--- config.mk ---
export PLATFORM = sky130hd
export DESIGN_NAME = sqf_top
export DESIGN_NICKNAME = d
export VERILOG_FILES = /design/src/hw/sqf_pkg.sv /design/src/hw/sqf_fifo_if.sv /design/src/hw/sqf_timer.sv /design/src/hw/sqf_fifo.sv /design/src/hw/sqf_top.sv
export SDC_FILE = /design/constraint.sdc
export NUM_CORES = 1
export LEC_CHECK = 0
export ABC_AREA = 1
export BUFFER_PORTS_ARGS = -buffer_cell sky130_fd_sc_hd__buf_2
export CAP_MARGIN = 15
export CORE_AREA = 8 8 168 170
export DETAILED_ROUTE_END_ITERATION = 7
export DIE_AREA = 0 0 176 178
export PLACE_DENSITY = 0.88
export SYNTH_ARGS = -nofsm -noshare
export SYNTH_HDL_FRONTEND = slang
export SYNTH_SLANG_ARGS = --single-unit
--- constraint.sdc ---
create_clock -name clock -period 8.3 [get_ports clock]
set_input_delay 0.83 -clock clock [delete_from_list [all_inputs] [get_ports clock]]
set_output_delay 0.83 -clock clock [all_outputs]
set_load 0.02 [all_outputs]
--- src/hw/sqf_pkg.sv ---
package sqf_pkg;
// Function
// - End-of-queue frame done sets end-of-queue flag.
// - Flag set stops transfers, clears running status.
// - Clearing the flag resumes queued transfers.
// - Transmit FIFO accepts writes while stopped until full.
// - Transmit flush pulse empties the transmit FIFO.
// - Receive flush pulse empties the receive FIFO.
// - Clear-count command resets counter; direct write loads it.
// - Device starts new frames only while halt is clear.
// - Serial clock period is prescaler times scaler, halved by the double-rate bit and rounded down to even.
// - Link delays are delay prescaler times scaler.
// - Oldest-entry pointer and counter readable per FIFO.
// - Oldest transmit address is base plus four pointer.
// - Newest transmit address uses counter plus pointer minus one.
// - Oldest receive address is base plus four pointer.
// - Newest receive address uses counter plus pointer minus one.
// - Request only when enabled and flag from command.
// - Flag event at last bit of frame.

localparam int CMD_W = 32;
localparam int DATA_W = 16;
localparam int EOQ_POS = 27;
localparam int CLEAR_COUNT_BIT_POS = 26;
localparam int TCNT_W = 16;
localparam int TIME_W = 20;
localparam int ADDR_W = 32;
localparam int ENTRY_BYTES = 4;
localparam int FIFO_DEPTH = 4;
localparam int FRAME_BITS = 8;
localparam logic [ADDR_W-1:0] TX_FIFO_BASE = 32'h0000_003C;
localparam logic [ADDR_W-1:0] RX_FIFO_BASE = 32'h0000_007C;
localparam logic [TIME_W-1:0] TIME_ONE = 20'h0_0001;

typedef enum logic [3:0] {
    ST_IDLE = 4'h1,
    ST_LEAD = 4'h2,
    ST_SHIFT = 4'h4,
    ST_TRAIL = 4'h8
} sqf_state_t;

// Prescaler codes give 2/3/5/7 for the baud rate and 1/3/5/7 for delays.
function automatic logic [TIME_W-1:0] sqf_prescale(input logic [1:0] code, input logic dly);
    case (code)
        2'h0: return dly ? 20'h0_0001 : 20'h0_0002;
        2'h1: return 20'h0_0003;
        2'h2: return 20'h0_0005;
        default: return 20'h0_0007;
    endcase
endfunction

// Baud scaler: 2, 4, 6, 8, then powers of two; delay scaler: 2 to 65536.
function automatic logic [TIME_W-1:0] sqf_scale(input logic [3:0] code, input logic dly);
    if (dly) begin
        return TIME_ONE << (5'(code) + 5'h01);
    end
    if (code < 4'h4) begin
        return TIME_W'((code + 4'h1) * 2);
    end
    return TIME_ONE << code;
endfunction

endpackage

--- src/hw/sqf_fifo_if.sv ---
`timescale 1ns/1ps
interface sqf_fifo_if #(
    parameter int W = 32,
    parameter int DEPTH = 4
);
    localparam int PW = $clog2(DEPTH);
    localparam int CW = $clog2(DEPTH + 1);
    logic push;
    logic [W-1:0] push_data;
    logic pop;
    logic flush;
    logic full;
    logic empty;
    logic [W-1:0] head;
    logic [CW-1:0] count;
    logic [PW-1:0] ptr;
    modport owner (input push, push_data, pop, flush, output full, empty, head, count, ptr);
    modport user (output push, push_data, pop, flush, input full, empty, head, count, ptr);
endinterface

--- src/hw/sqf_timer.sv ---
`timescale 1ns/1ps
module sqf_timer #(
    parameter int W = sqf_pkg::TIME_W
) (
    input wire logic clock,
    input wire logic srst,
    input wire logic load,
    input wire logic [W-1:0] length,
    output logic done,
    output logic busy
);
    import sqf_pkg::*;

    logic [W-1:0] cnt;

    if (W < 2) begin : g_bad
        $error("sqf_timer: W too small");
    end

    // A load of length L makes done rise in the L-th cycle after it.
    always_ff @(posedge clock) begin
        if (srst) begin
            cnt <= '0;
        end else if (load) begin
            cnt <= length;
        end else if (cnt != '0) begin
            cnt <= cnt - 1'b1;
        end
    end

    assign done = cnt == W'(1);
    assign busy = cnt != '0;

    AST_TIMER_LEN: assert property (@(posedge clock) disable iff (srst)
        (load && length == W'(3)) ##1 (!load [*2]) |=> done)
        else $error("timer did not expire after three cycles");
    AST_TIMER_ONCE: assert property (@(posedge clock) disable iff (srst)
        done && !load |=> !busy)
        else $error("timer kept running after expiry");
endmodule

--- src/hw/sqf_fifo.sv ---
`timescale 1ns/1ps
module sqf_fifo #(
    parameter int W = 32,
    parameter int DEPTH = 4,
    parameter logic [sqf_pkg::ADDR_W-1:0] BASE = '0
) (
    input wire logic clock,
    input wire logic srst,
    sqf_fifo_if.owner port,
    output logic [sqf_pkg::ADDR_W-1:0] first_addr,
    output logic [sqf_pkg::ADDR_W-1:0] last_addr
);
    import sqf_pkg::*;

    localparam int PW = $clog2(DEPTH);
    localparam int CW = $clog2(DEPTH + 1);

    logic [W-1:0] mem [DEPTH];
    logic [PW-1:0] ptr;
    logic [CW-1:0] count;

    if (DEPTH < 2) begin : g_bad
        $error("sqf_fifo: DEPTH must be at least 2");
    end

    // Flush wins over a push or pop in the same cycle.
    wire do_push = port.push & (count != CW'(DEPTH)) & ~port.flush;
    wire do_pop = port.pop & (count != '0) & ~port.flush;
    wire [PW-1:0] ptr_inc = (ptr == PW'(DEPTH - 1)) ? '0 : ptr + 1'b1;
    wire [PW-1:0] wr_idx = PW'((int'(ptr) + int'(count)) % DEPTH);
    wire [PW-1:0] last_idx = PW'((int'(ptr) + int'(count) + DEPTH - 1) % DEPTH);

    always_ff @(posedge clock) begin
        if (srst || port.flush) begin
            ptr <= '0;
            count <= '0;
        end else begin
            if (do_pop) begin
                ptr <= ptr_inc;
            end
            count <= count + CW'(do_push) - CW'(do_pop);
        end
    end

    always_ff @(posedge clock) begin
        if (do_push) begin
            mem[wr_idx] <= port.push_data;
        end
    end

    assign port.full = count == CW'(DEPTH);
    assign port.empty = count == '0;
    assign port.head = mem[ptr];
    assign port.count = count;
    assign port.ptr = ptr;
    assign first_addr = BASE + ADDR_W'(int'(ptr) * ENTRY_BYTES);
    assign last_addr = BASE + ADDR_W'(int'(last_idx) * ENTRY_BYTES);

    AST_FIFO_WRAP: assert property (@(posedge clock) disable iff (srst)
        do_pop && ptr == PW'(DEPTH - 1) |=> ptr == '0)
        else $error("pointer did not wrap to zero");
    AST_FIFO_FLUSH: assert property (@(posedge clock) disable iff (srst)
        port.flush |=> count == '0 && ptr == '0)
        else $error("flush left entries counted");
    AST_FIFO_COUNT: assert property (@(posedge clock) disable iff (srst)
        !port.flush && port.push && !port.pop && !port.full |=> count == $past(count) + 1'b1)
        else $error("push not counted");
endmodule

--- src/hw/sqf_top.sv ---
`timescale 1ns/1ps
module sqf_top #(
    parameter int FIFO_DEPTH = sqf_pkg::FIFO_DEPTH,
    parameter int FRAME_BITS = sqf_pkg::FRAME_BITS,
    localparam int PW = $clog2(FIFO_DEPTH),
    localparam int CW = $clog2(FIFO_DEPTH + 1)
) (
    input wire logic clock,
    input wire logic srst,
    input wire logic halt,
    input wire logic master_select_bit,
    input wire logic transmit_flush_bit,
    input wire logic receive_flush_bit,
    input wire logic end_of_queue_flag_clear,
    input wire logic end_of_queue_request_enable,
    input wire logic double_rate_bit,
    input wire logic [1:0] baud_prescaler,
    input wire logic [3:0] baud_scaler,
    input wire logic [1:0] delay_prescaler,
    input wire logic [3:0] delay_scaler,
    input wire logic tcnt_write,
    input wire logic [sqf_pkg::TCNT_W-1:0] tcnt_wdata,
    input wire logic tx_push_valid,
    input wire logic [sqf_pkg::CMD_W-1:0] tx_push_data,
    output logic tx_push_ready,
    input wire logic rx_pop,
    output logic [sqf_pkg::DATA_W-1:0] receive_pop_register,
    output logic end_of_queue_flag,
    output logic end_of_queue_request,
    output logic running_status_bit,
    output logic receive_drain_flag,
    output logic [PW-1:0] transmit_next_pointer,
    output logic [CW-1:0] transmit_entry_counter,
    output logic [PW-1:0] receive_pop_next_pointer,
    output logic [CW-1:0] receive_entry_counter,
    output logic [sqf_pkg::ADDR_W-1:0] tx_first_addr,
    output logic [sqf_pkg::ADDR_W-1:0] tx_last_addr,
    output logic [sqf_pkg::ADDR_W-1:0] rx_first_addr,
    output logic [sqf_pkg::ADDR_W-1:0] rx_last_addr,
    output logic [sqf_pkg::TCNT_W-1:0] transfer_counter_field,
    input wire logic sck_in,
    output logic sck_out,
    output logic sck_oe,
    input wire logic pcs_n_in,
    output logic pcs_n_out,
    output logic pcs_n_oe,
    input wire logic sin,
    output logic sout
);
    import sqf_pkg::*;

    localparam int BW = $clog2(DATA_W + 1);

    if (FIFO_DEPTH < 2 || FRAME_BITS < 2 || FRAME_BITS > DATA_W) begin : g_bad
        $error("sqf_top: FIFO_DEPTH or FRAME_BITS out of range");
    end

    // ----------------------------------------------------------------
    // Pin synchronisers
    // ----------------------------------------------------------------
    // The first stage of each chain feeds only the second stage.
    logic sck_s1;
    logic sck_s2;
    logic sck_s3;
    logic pcs_s1;
    logic pcs_s2;
    logic sin_s1;
    logic sin_s2;

    always_ff @(posedge clock) begin
        if (srst) begin
            sck_s1 <= 1'b0;
            sck_s2 <= 1'b0;
            sck_s3 <= 1'b0;
            pcs_s1 <= 1'b1;
            pcs_s2 <= 1'b1;
            sin_s1 <= 1'b0;
            sin_s2 <= 1'b0;
        end else begin
            sck_s1 <= sck_in;
            sck_s2 <= sck_s1;
            sck_s3 <= sck_s2;
            pcs_s1 <= pcs_n_in;
            pcs_s2 <= pcs_s1;
            sin_s1 <= sin;
            sin_s2 <= sin_s1;
        end
    end

    wire sck_rise = sck_s2 & ~sck_s3;
    wire sck_fall = ~sck_s2 & sck_s3;

    // ----------------------------------------------------------------
    // FIFOs
    // ----------------------------------------------------------------
    sqf_fifo_if #(.W(CMD_W), .DEPTH(FIFO_DEPTH)) tx_if ();
    sqf_fifo_if #(.W(DATA_W), .DEPTH(FIFO_DEPTH)) rx_if ();

    sqf_fifo #(.W(CMD_W), .DEPTH(FIFO_DEPTH), .BASE(TX_FIFO_BASE)) u_tx_fifo (
        .clock(clock),
        .srst(srst),
        .port(tx_if.owner),
        .first_addr(tx_first_addr),
        .last_addr(tx_last_addr)
    );

    sqf_fifo #(.W(DATA_W), .DEPTH(FIFO_DEPTH), .BASE(RX_FIFO_BASE)) u_rx_fifo (
        .clock(clock),
        .srst(srst),
        .port(rx_if.owner),
        .first_addr(rx_first_addr),
        .last_addr(rx_last_addr)
    );

    // ----------------------------------------------------------------
    // Frame control
    // ----------------------------------------------------------------
    sqf_state_t state;
    sqf_state_t next_state;
    logic [DATA_W-1:0] tx_sh;
    logic [DATA_W-1:0] rx_sh;
    logic eoq_cur;
    logic [BW-1:0] bit_cnt;
    logic sck_q;
    logic pcs_q;
    logic t_done;

    // A halted or end-of-queue-stopped device starts no new frame; a frame
    // already on the link is finished, except a slave frame that chip select
    // ends early, so the partner never sees a truncated word.
    wire go = ~halt & ~end_of_queue_flag;
    wire in_idle = state == ST_IDLE;
    wire in_shift = state == ST_SHIFT;
    wire m_start = in_idle & go & master_select_bit & ~tx_if.empty;
    wire s_start = in_idle & go & ~master_select_bit & ~pcs_s2;
    wire start = m_start | s_start;
    wire load_entry = start & ~tx_if.empty;
    wire clear_count_bit_exec = load_entry & tx_if.head[CLEAR_COUNT_BIT_POS];
    wire rise_evt = in_shift & (master_select_bit ? t_done & ~sck_q : sck_rise);
    wire fall_evt = in_shift & (master_select_bit ? t_done & sck_q : sck_fall);
    // The master samples on its own falling edge, because the returned bit
    // reaches the core two cycles late and a two-cycle half period cannot
    // cover that at the rising edge. A one-cycle half period is too short.
    wire rx_take = master_select_bit ? fall_evt : rise_evt;
    wire [DATA_W-1:0] rx_next = {rx_sh[DATA_W-2:0], sin_s2};
    wire last_bit = bit_cnt == BW'(FRAME_BITS - 1);
    wire frame_end = fall_evt & last_bit;
    wire slave_abort = in_shift & ~master_select_bit & pcs_s2;
    wire eoq_set = frame_end & eoq_cur;
    // Set wins over a clear arriving in the same cycle.
    wire next_eoq = eoq_set | (end_of_queue_flag & ~end_of_queue_flag_clear);

    // ----------------------------------------------------------------
    // Clock and delay scaling
    // ----------------------------------------------------------------
    wire [TIME_W-1:0] baud_pre = sqf_prescale(baud_prescaler, 1'b0);
    wire [TIME_W-1:0] baud_scl = sqf_scale(baud_scaler, 1'b0);
    wire [TIME_W-1:0] dly_pre = sqf_prescale(delay_prescaler, 1'b1);
    wire [TIME_W-1:0] dly_scl = sqf_scale(delay_scaler, 1'b1);
    wire [TIME_W-1:0] baud_period = TIME_W'(baud_pre * baud_scl) >> double_rate_bit;
    wire [TIME_W-1:0] half_raw = baud_period >> 1;
    wire [TIME_W-1:0] half_len = (half_raw == '0) ? TIME_ONE : half_raw;
    wire [TIME_W-1:0] delay_len = TIME_W'(dly_pre * dly_scl);
    wire t_load = m_start | (state == ST_LEAD & t_done) | (in_shift & master_select_bit & t_done);
    wire [TIME_W-1:0] t_len = (m_start | frame_end) ? delay_len : half_len;

    sqf_timer #(.W(TIME_W)) u_timer (
        .clock(clock),
        .srst(srst),
        .load(t_load),
        .length(t_len),
        .done(t_done),
        .busy()
    );

    always_comb begin
        next_state = state;
        case (state)
            ST_IDLE: begin
                if (m_start) begin
                    next_state = ST_LEAD;
                end else if (s_start) begin
                    next_state = ST_SHIFT;
                end
            end
            ST_LEAD: begin
                if (t_done) begin
                    next_state = ST_SHIFT;
                end
            end
            ST_SHIFT: begin
                if (frame_end) begin
                    next_state = master_select_bit ? ST_TRAIL : ST_IDLE;
                end else if (slave_abort) begin
                    next_state = ST_IDLE;
                end
            end
            ST_TRAIL: begin
                if (t_done) begin
                    next_state = ST_IDLE;
                end
            end
            default: next_state = ST_IDLE;
        endcase
    end

    always_ff @(posedge clock) begin
        if (srst) begin
            state <= ST_IDLE;
            tx_sh <= '0;
            rx_sh <= '0;
            eoq_cur <= 1'b0;
            bit_cnt <= '0;
            sck_q <= 1'b0;
            pcs_q <= 1'b1;
        end else begin
            state <= next_state;
            pcs_q <= ~(master_select_bit & (next_state != ST_IDLE));
            if (start) begin
                tx_sh <= load_entry ? tx_if.head[DATA_W-1:0] : '0;
                rx_sh <= '0;
                eoq_cur <= load_entry & tx_if.head[EOQ_POS];
                bit_cnt <= '0;
            end
            if (rx_take) begin
                rx_sh <= rx_next;
            end
            if (rise_evt) begin
                sck_q <= master_select_bit;
            end
            if (fall_evt) begin
                tx_sh <= {tx_sh[DATA_W-2:0], 1'b0};
                bit_cnt <= bit_cnt + 1'b1;
                sck_q <= 1'b0;
            end
        end
    end

    // ----------------------------------------------------------------
    // Status, counter and receive pop
    // ----------------------------------------------------------------
    always_ff @(posedge clock) begin
        if (srst) begin
            end_of_queue_flag <= 1'b0;
            end_of_queue_request <= 1'b0;
            running_status_bit <= 1'b0;
            transfer_counter_field <= '0;
            receive_pop_register <= '0;
        end else begin
            end_of_queue_flag <= next_eoq;
            end_of_queue_request <= next_eoq & end_of_queue_request_enable;
            running_status_bit <= ~halt & ~next_eoq;
            if (tcnt_write) begin
                transfer_counter_field <= tcnt_wdata;
            end else if (clear_count_bit_exec) begin
                transfer_counter_field <= '0;
            end else if (frame_end) begin
                transfer_counter_field <= transfer_counter_field + 1'b1;
            end
            if (rx_pop & ~rx_if.empty) begin
                receive_pop_register <= rx_if.head;
            end
        end
    end

    // The transmit FIFO keeps filling while stopped; only full or a transmit flush in the same cycle refuses.
    assign tx_if.push = tx_push_valid;
    assign tx_if.push_data = tx_push_data;
    assign tx_if.pop = load_entry;
    assign tx_if.flush = transmit_flush_bit;
    assign tx_push_ready = ~tx_if.full;
    // A frame arriving with the receive FIFO full is dropped.
    assign rx_if.push = frame_end;
    assign rx_if.push_data = master_select_bit ? rx_next : rx_sh;
    assign rx_if.pop = rx_pop;
    assign rx_if.flush = receive_flush_bit;
    assign receive_drain_flag = ~rx_if.empty;
    assign transmit_next_pointer = tx_if.ptr;
    assign transmit_entry_counter = tx_if.count;
    assign receive_pop_next_pointer = rx_if.ptr;
    assign receive_entry_counter = rx_if.count;
    assign sck_out = sck_q;
    assign sck_oe = master_select_bit;
    assign pcs_n_out = pcs_q;
    assign pcs_n_oe = master_select_bit;
    assign sout = tx_sh[FRAME_BITS-1];

    // ----------------------------------------------------------------
    // Checks
    // ----------------------------------------------------------------
    AST_EOQ_SET: assert property (@(posedge clock) disable iff (srst)
        frame_end && eoq_cur |=> end_of_queue_flag && !running_status_bit)
        else $error("end-of-queue frame did not set the flag");
    AST_EOQ_STOP: assert property (@(posedge clock) disable iff (srst)
        end_of_queue_flag |-> !start ##1 (in_idle || $past(!in_idle)))
        else $error("frame started while stopped");
    AST_EOQ_RESUME: assert property (@(posedge clock) disable iff (srst)
        end_of_queue_flag && end_of_queue_flag_clear && !eoq_set && !halt
        |=> !end_of_queue_flag && running_status_bit)
        else $error("clearing the flag did not resume");
    AST_PUSH_STOPPED: assert property (@(posedge clock) disable iff (srst)
        end_of_queue_flag && tx_push_valid && !tx_if.full && !transmit_flush_bit
        |=> transmit_entry_counter == $past(transmit_entry_counter) + 1'b1)
        else $error("write refused while stopped");
    AST_TX_FLUSH: assert property (@(posedge clock) disable iff (srst)
        transmit_flush_bit |=> transmit_entry_counter == '0)
        else $error("transmit flush left entries");
    AST_RX_FLUSH: assert property (@(posedge clock) disable iff (srst)
        receive_flush_bit |=> receive_entry_counter == '0)
        else $error("receive flush left entries");
    AST_TCNT: assert property (@(posedge clock) disable iff (srst)
        tcnt_write |=> transfer_counter_field == $past(tcnt_wdata))
        else $error("counter write not taken");
    AST_HALT: assert property (@(posedge clock) disable iff (srst)
        halt && in_idle |=> in_idle)
        else $error("frame started while halted");
    AST_REQ: assert property (@(posedge clock) disable iff (srst)
        end_of_queue_request |-> end_of_queue_flag && $past(end_of_queue_request_enable))
        else $error("request without enable or flag");
endmodule

==> results of run 1 <==
sequential cells by signal, indices dropped and copies added (netlist names), 4 cells and up, named ones only:
name / cells
rx_sh: 16
u_timer.cnt: 20
state: 4
u_rx_fifo.mem: 64
receive_pop_register: 16
u_tx_fifo.mem: 40
transfer_counter_field: 16
tx_sh: 8
bit_cnt: 5
path summary, 6_finish.rpt:
| kind | cells after the start | start | to |
|---|---|---|---|
| min | 2 | sin_s1 | sin_s2 |
| min reg2reg | 2 | sin_s1 | sin_s2 |
| max reg2reg | 9 | register | transfer_counter_field[3] |
| max | 20 | delay_scaler[0] | u_timer.cnt[12] |
cell usage after synthesis, types with 5 or more instances:
master / n
nand2_1: 373
inv_1: 240
nor2_1: 234
o21ai_0: 126
buf_4: 116
dfxtp_1: 110
edfxtp_1: 104
nand3_1: 90
a21oi_1: 75
ha_1: 68
a31oi_1: 44
nor3_1: 43
clkbuf_1: 42
fa_1: 35
xor2_1: 26
nand4_1: 14
o22ai_1: 10
xnor2_1: 10
or2_2: 8
nand3b_1: 7
a211oi_1: 5
o21a_1: 5
o21ai_1: 5
cell type report:
| type | instances | share of cell area |
|---|---|---|
| Timing Repair Buffer | 135 | 0.0463 |
| Sequential cell | 214 | 0.350 |
| Clock inverter | 12 | 0.00657 |
| Tap cell | 335 | 0.0275 |
| Inverter | 247 | 0.0610 |
| Clock buffer | 26 | 0.0371 |
| Multi-Input combinational cell | 1327 | 0.472 |
power breakdown:
part,internal (uW),switching [uW]
combinational,202,408
sequential,1160,46.7
clock,520,393
per-layer routing:
metal / track usage / vias to the layer above / share of wire
met1: 0.245 / 5564 / 0.40
met4: 0.0558 / 4 / 0.023
met3: 0.0296 / 63 / 0.077
met5: 0 / - / 0.00082
met2: 0.361 / 462 / 0.50
li1: - / 5967 / -
stage by stage:
stage | area (sq um) | power (uW) | instances | hold WS, ns
4_1_cts | 15200 | 2720 | 2295 | 0.415
2_1_floorplan | 14500 | 1720 | 1953 | 0.388
6_report | 15200 | 2720 | 2296 | 0.415
5_1_grt | 15200 | 2870 | 2296 | 0.424
3_3_place_gp | 14600 | 1800 | 2257 | 0.392
3_5_place_dp | 14600 | 1820 | 2257 | 0.398
kinds of logic after synthesis:
family                     synth area share
xor gates and xnor gates             0.0224
adders and majority gates             0.110
DFF                                   0.378
buffers and inverters                 0.142
muxes                              0.000710
and+or+nand+nor                       0.238
other                              0.000533
AOI/OAI and AO/OA                     0.109
cell usage in the layout, fill, tap and decap left out, types with 7 or more instances in the layout:
cell / n
buf_2: 126
conb_1: 111
nor3_1: 43
fa_1: 35
dfxtp_1: 110
ha_1: 68
nand4_1: 14
or2_2: 8
nand3_1: 90
xor2_1: 26
o21ai_0: 126
buf_4: 8
o22ai_1: 10
a31oi_1: 44
nand2_1: 373
a21oi_1: 75
edfxtp_1: 104
inv_1: 241
xnor2_1: 10
nand3b_1: 7
nor2_1: 234
clkbuf_16: 21
critical path, delay by kind of cell:
kind                     cells  cell delay, ns
buffers and inverters        4            0.44
XOR/XNOR                     1            0.19
AND/OR/NAND/NOR              8            1.07
AO/OA/AOI/OAI                4            1.00
adder cells (fa/ha/maj)      3            1.11
==> results.toml, run 1 <==
[status]
run_status = "finished clean"

[logic_synthesis]
synth_area_per_cell_sq_um = 7.65
synthArstFlopShare = 0
syn_inst = 1844
ys.flop_type = "dfxtp_1"
ys_ff_latch = 214
synth_top_area_cell = "edfxtp_1"
synth_cell_types = 56
synth.area.top_cells = "edfxtp_1, dfxtp_1, nand2_1, inv_1, nor2_1"
synth_area_sq_um = 14100
ys_warn_count = 0
yosysTopAreaCellShare = 0.221
synth_enable_flop_cells = 104
ys_seq_area_frac = 0.378

[global_route]
grt_pass1_wl_um = 53400
grt_usage = 0.200
grt_max_degree = 50
antenna_found_initial = 2
grt_pass1_vias = 11500
grt_overflow_total = 0

[clock_network]
postCtsSetupBuffers = 0
cts_tree = "done"
htree_levels = 1
insertion_delay_ns = 0.50
clock-root-buffer = "clkbuf_16"
clock_path_buffers = 3
cts_sinks = 214
cts_resized = 0
clk_pin_slew_worst_paths_ns = 0.06
numCtsBuffers = 21
holdBufCountCts = 0

[critical_path]
path_class = "input port to register"
cp.arrival_ns = 4.64
path_cells = "buf_2 > nand2_1 > nor2_1 > inv_1 > nand2_1 > inv_1 > nand2_1 > nor2_1 > fa_1 > ha_1 > inv_1 > fa_1 > o21ai_0 > a21oi_1 > o21ai_0 > nand3_1 > nand2_1 > xor2_1 > o21ai_0 > nor3_1"
cp-start-kind = "input port"
worst_path_most_repeated_cell = "nand2_1"
ff2ff_setup_slack_ns = 4.65
worst_setup_path_end_kind = "register"
required_ns = 8.72
critical_path.max_fanout = 13
slowest_stage = "fa_1"
slowest_delay_ns = 0.52

[sta]
hold_violations = 0
max_slew.worst_pin.slew_ns = 0.951
period_needed_ns = 4.22
finalCritPeriodShare = 0.509
rsz0062_at_grt = "no"
slew_headroom = 0.364
finalSetupViolations = 0
timing.fmax_mhz = 237
postLayoutSetupSlackWorst_ns = 4.08
fin_setup_tns_ns = 0
finalMaxSlewViolations = 0
finalClockSkew_ns = 0.0155

[floorplan]
fp.dieH_um = 178
die_w_um = 176
rows = 59
io_pins = 255
die_area_sq_um = 31300
start_util = 0.551
core-area_sq_um = 25600

[placement]
place_congestion = 0.936
place_hpwl_um = 24300
numPortBuffers = 126
dp_slack_ns = 3.62

[routing]
detailedRoute.firstPassIterationCount = 5
drc = 0
drt-total-wl_um = 32700
ant_nets = 0
wire_per_inst_um = 14.3
via_per_inst = 5.25
num_vias = 12100
drt_iter0_markers = 1019

[layout]
fillers = 2167
fin_nets = 2124
final_layout_size_suffix_gt1_frac = 0.101
post-route-util = 0.595
regArea_sq_um = 5330
area_delta_synth_final_pct = 8.03
n_antenna_cell = 0
multi_input_area_sq_um = 7190

[power]
leakagePower_uw = 0.00721
irDropWorstVdd_mv = 0.169
p_per_area_nw_per_um2 = 179

[run]
drv_cap = 0

[worst_hold_path]
hold_class = "register to register"
Note: power is estimated with default switching activity, not from simulation.
==> inputs of run 2 (changes only) <==
clock period = 4 ns   (was 8.3 ns; I/O delays follow)
==> results.toml, run 2 (synthesized netlist as in run 1, its figures left out) <==
[critical_path]
worst_setup_path_end_kind = "register"
path_class = "input port to register"
required_ns = 4.37
critical_path.max_fanout = 6
cp.arrival_ns = 3.87
cp-start-kind = "input port"

[layout]
layout_commonest_cell = "nand2_1"
regArea_sq_um = 5330
fin_area_sq_um = 15300
top_register = "u_rx_fifo.mem"
fillers = 2161
n_antenna_cell = 0
multi_input_area_sq_um = 7190
area_delta_synth_final_pct = 8.59
fin_nets = 2136
reg.largest.list = "u_rx_fifo.mem x64, u_tx_fifo.mem x40, u_timer.cnt x20"
post-route-util = 0.598
layout_common_cells = "nand2_1, inv_1, nor2_1"
largest_reg_flops = 64
final_layout_size_suffix_gt1_frac = 0.103

[clock_network]
clock_path_buffers = 3
holdBufCountCts = 0
htree_levels = 1
postCtsSetupBuffers = 0
cts_sinks = 214
cts_tree = "done"
clk_pin_slew_worst_paths_ns = 0.06
numCtsBuffers = 21
cts_resized = 0
clock-root-buffer = "clkbuf_16"
insertion_delay_ns = 0.50

[sta]
period_needed_ns = 3.49
rsz0062_at_grt = "no"
finalMaxSlewViolations = 0
timing.fmax_mhz = 286
max_slew.worst_pin.slew_ns = 0.980
slew_headroom = 0.344
fin_setup_tns_ns = 0
postLayoutSetupSlackWorst_ns = 0.507
hold_violations = 0
finalSetupViolations = 0
finalClockSkew_ns = 0.00872
finalCritPeriodShare = 0.873

[floorplan]
die_area_sq_um = 31300
die_w_um = 176
io_pins = 255
fp.dieH_um = 178
core-area_sq_um = 25600
rows = 59
start_util = 0.551

[power]
irDropWorstVdd_mv = 0.292
leakagePower_uw = 0.00726
p_per_area_nw_per_um2 = 372
report.power.total_uw = 5690

[placement]
numPortBuffers = 126
dp_slack_ns = 0.0466
place_hpwl_um = 24700
place_area_sq_um = 14700
place_congestion = 0.918

[routing]
via_per_inst = 5.28
drt_iter0_markers = 1048
detailedRoute.firstPassIterationCount = 6
drc = 0
num_vias = 12200
drt-total-wl_um = 33200
wire_per_inst_um = 14.4
ant_nets = 0

[global_route]
grt_overflow_total = 0
antenna_found_initial = 1
grt_usage = 0.203
grt_max_degree = 49
grt_pass1_wl_um = 53800
grt_pass1_vias = 11600

[status]
run_status = "finished clean"

[run]
drv_cap = 0

[worst_hold_path]
hold_class = "input port to register"
-- run 2: final cells by class --
type | count | share of cell area
flip-flops and latches | 214 | 0.348
repair buffers | 147 | 0.0515
clock buffers | 30 | 0.0372
multi-input cells | 1327 | 0.469
clock inverters | 8 | 0.00605
well taps | 335 | 0.0274
inverters | 247 | 0.0607
-- run 2: routing by layer --
metal  wire length [um]  share of wire  vias to the layer above  global-route usage
met5                 12        0.00036                        -                   0
met4                801          0.024                        2              0.0583
met3               2710          0.082                       66              0.0315
met2              16300           0.49                      511               0.366
met1              13400           0.40                     5626               0.247
li1                   -              -                     5983                   -
-- run 2: path summary, 6_finish.rpt --
path / from / end / slack [ns] / depth (start not counted)
min: pcs_n_in / pcs_s1 / 0.1 / 2
max reg2reg: state[2] / u_tx_fifo.port.count[2] / 0.89 / 14
max: delay_scaler[0] / u_timer.cnt[13] / 0.51 / 21
min reg2reg: sin_s1 / sin_s2 / 0.40 / 2
-- run 2: worst max-delay path, stage by stage --
cell      delay (ns)
buf_2           0.13
nand2_1         0.09
inv_1           0.06
ha_1            0.33
inv_1           0.08
nor3_1          0.15
inv_1           0.12
nor3_1          0.23
fa_1            0.46
ha_1            0.38
nand2_1         0.12
nand3_1         0.13
a21oi_1         0.28
o21ai_0         0.24
nand2_1         0.11
nand2_1         0.06
xor2_1          0.15
o21ai_0         0.16
nand2_1         0.07
nand3b_1        0.08
nor2_1          0.04
-- run 2: stage by stage --
step	hold slack (ns)	cells
final	0.0995	2308
after CTS	0.0886	2308
after global routing	0.0918	2308
after floorplan	0.388	1953
after global placement	0.390	2270
after detailed placement	0.392	2270
-- run 2: power by group --
part	switching, uW	internal [uW]	leakage (uW)
Combinational	846	423	0.00510
Clock	805	1120	0.000325
Sequential	93.8	2400	0.00184
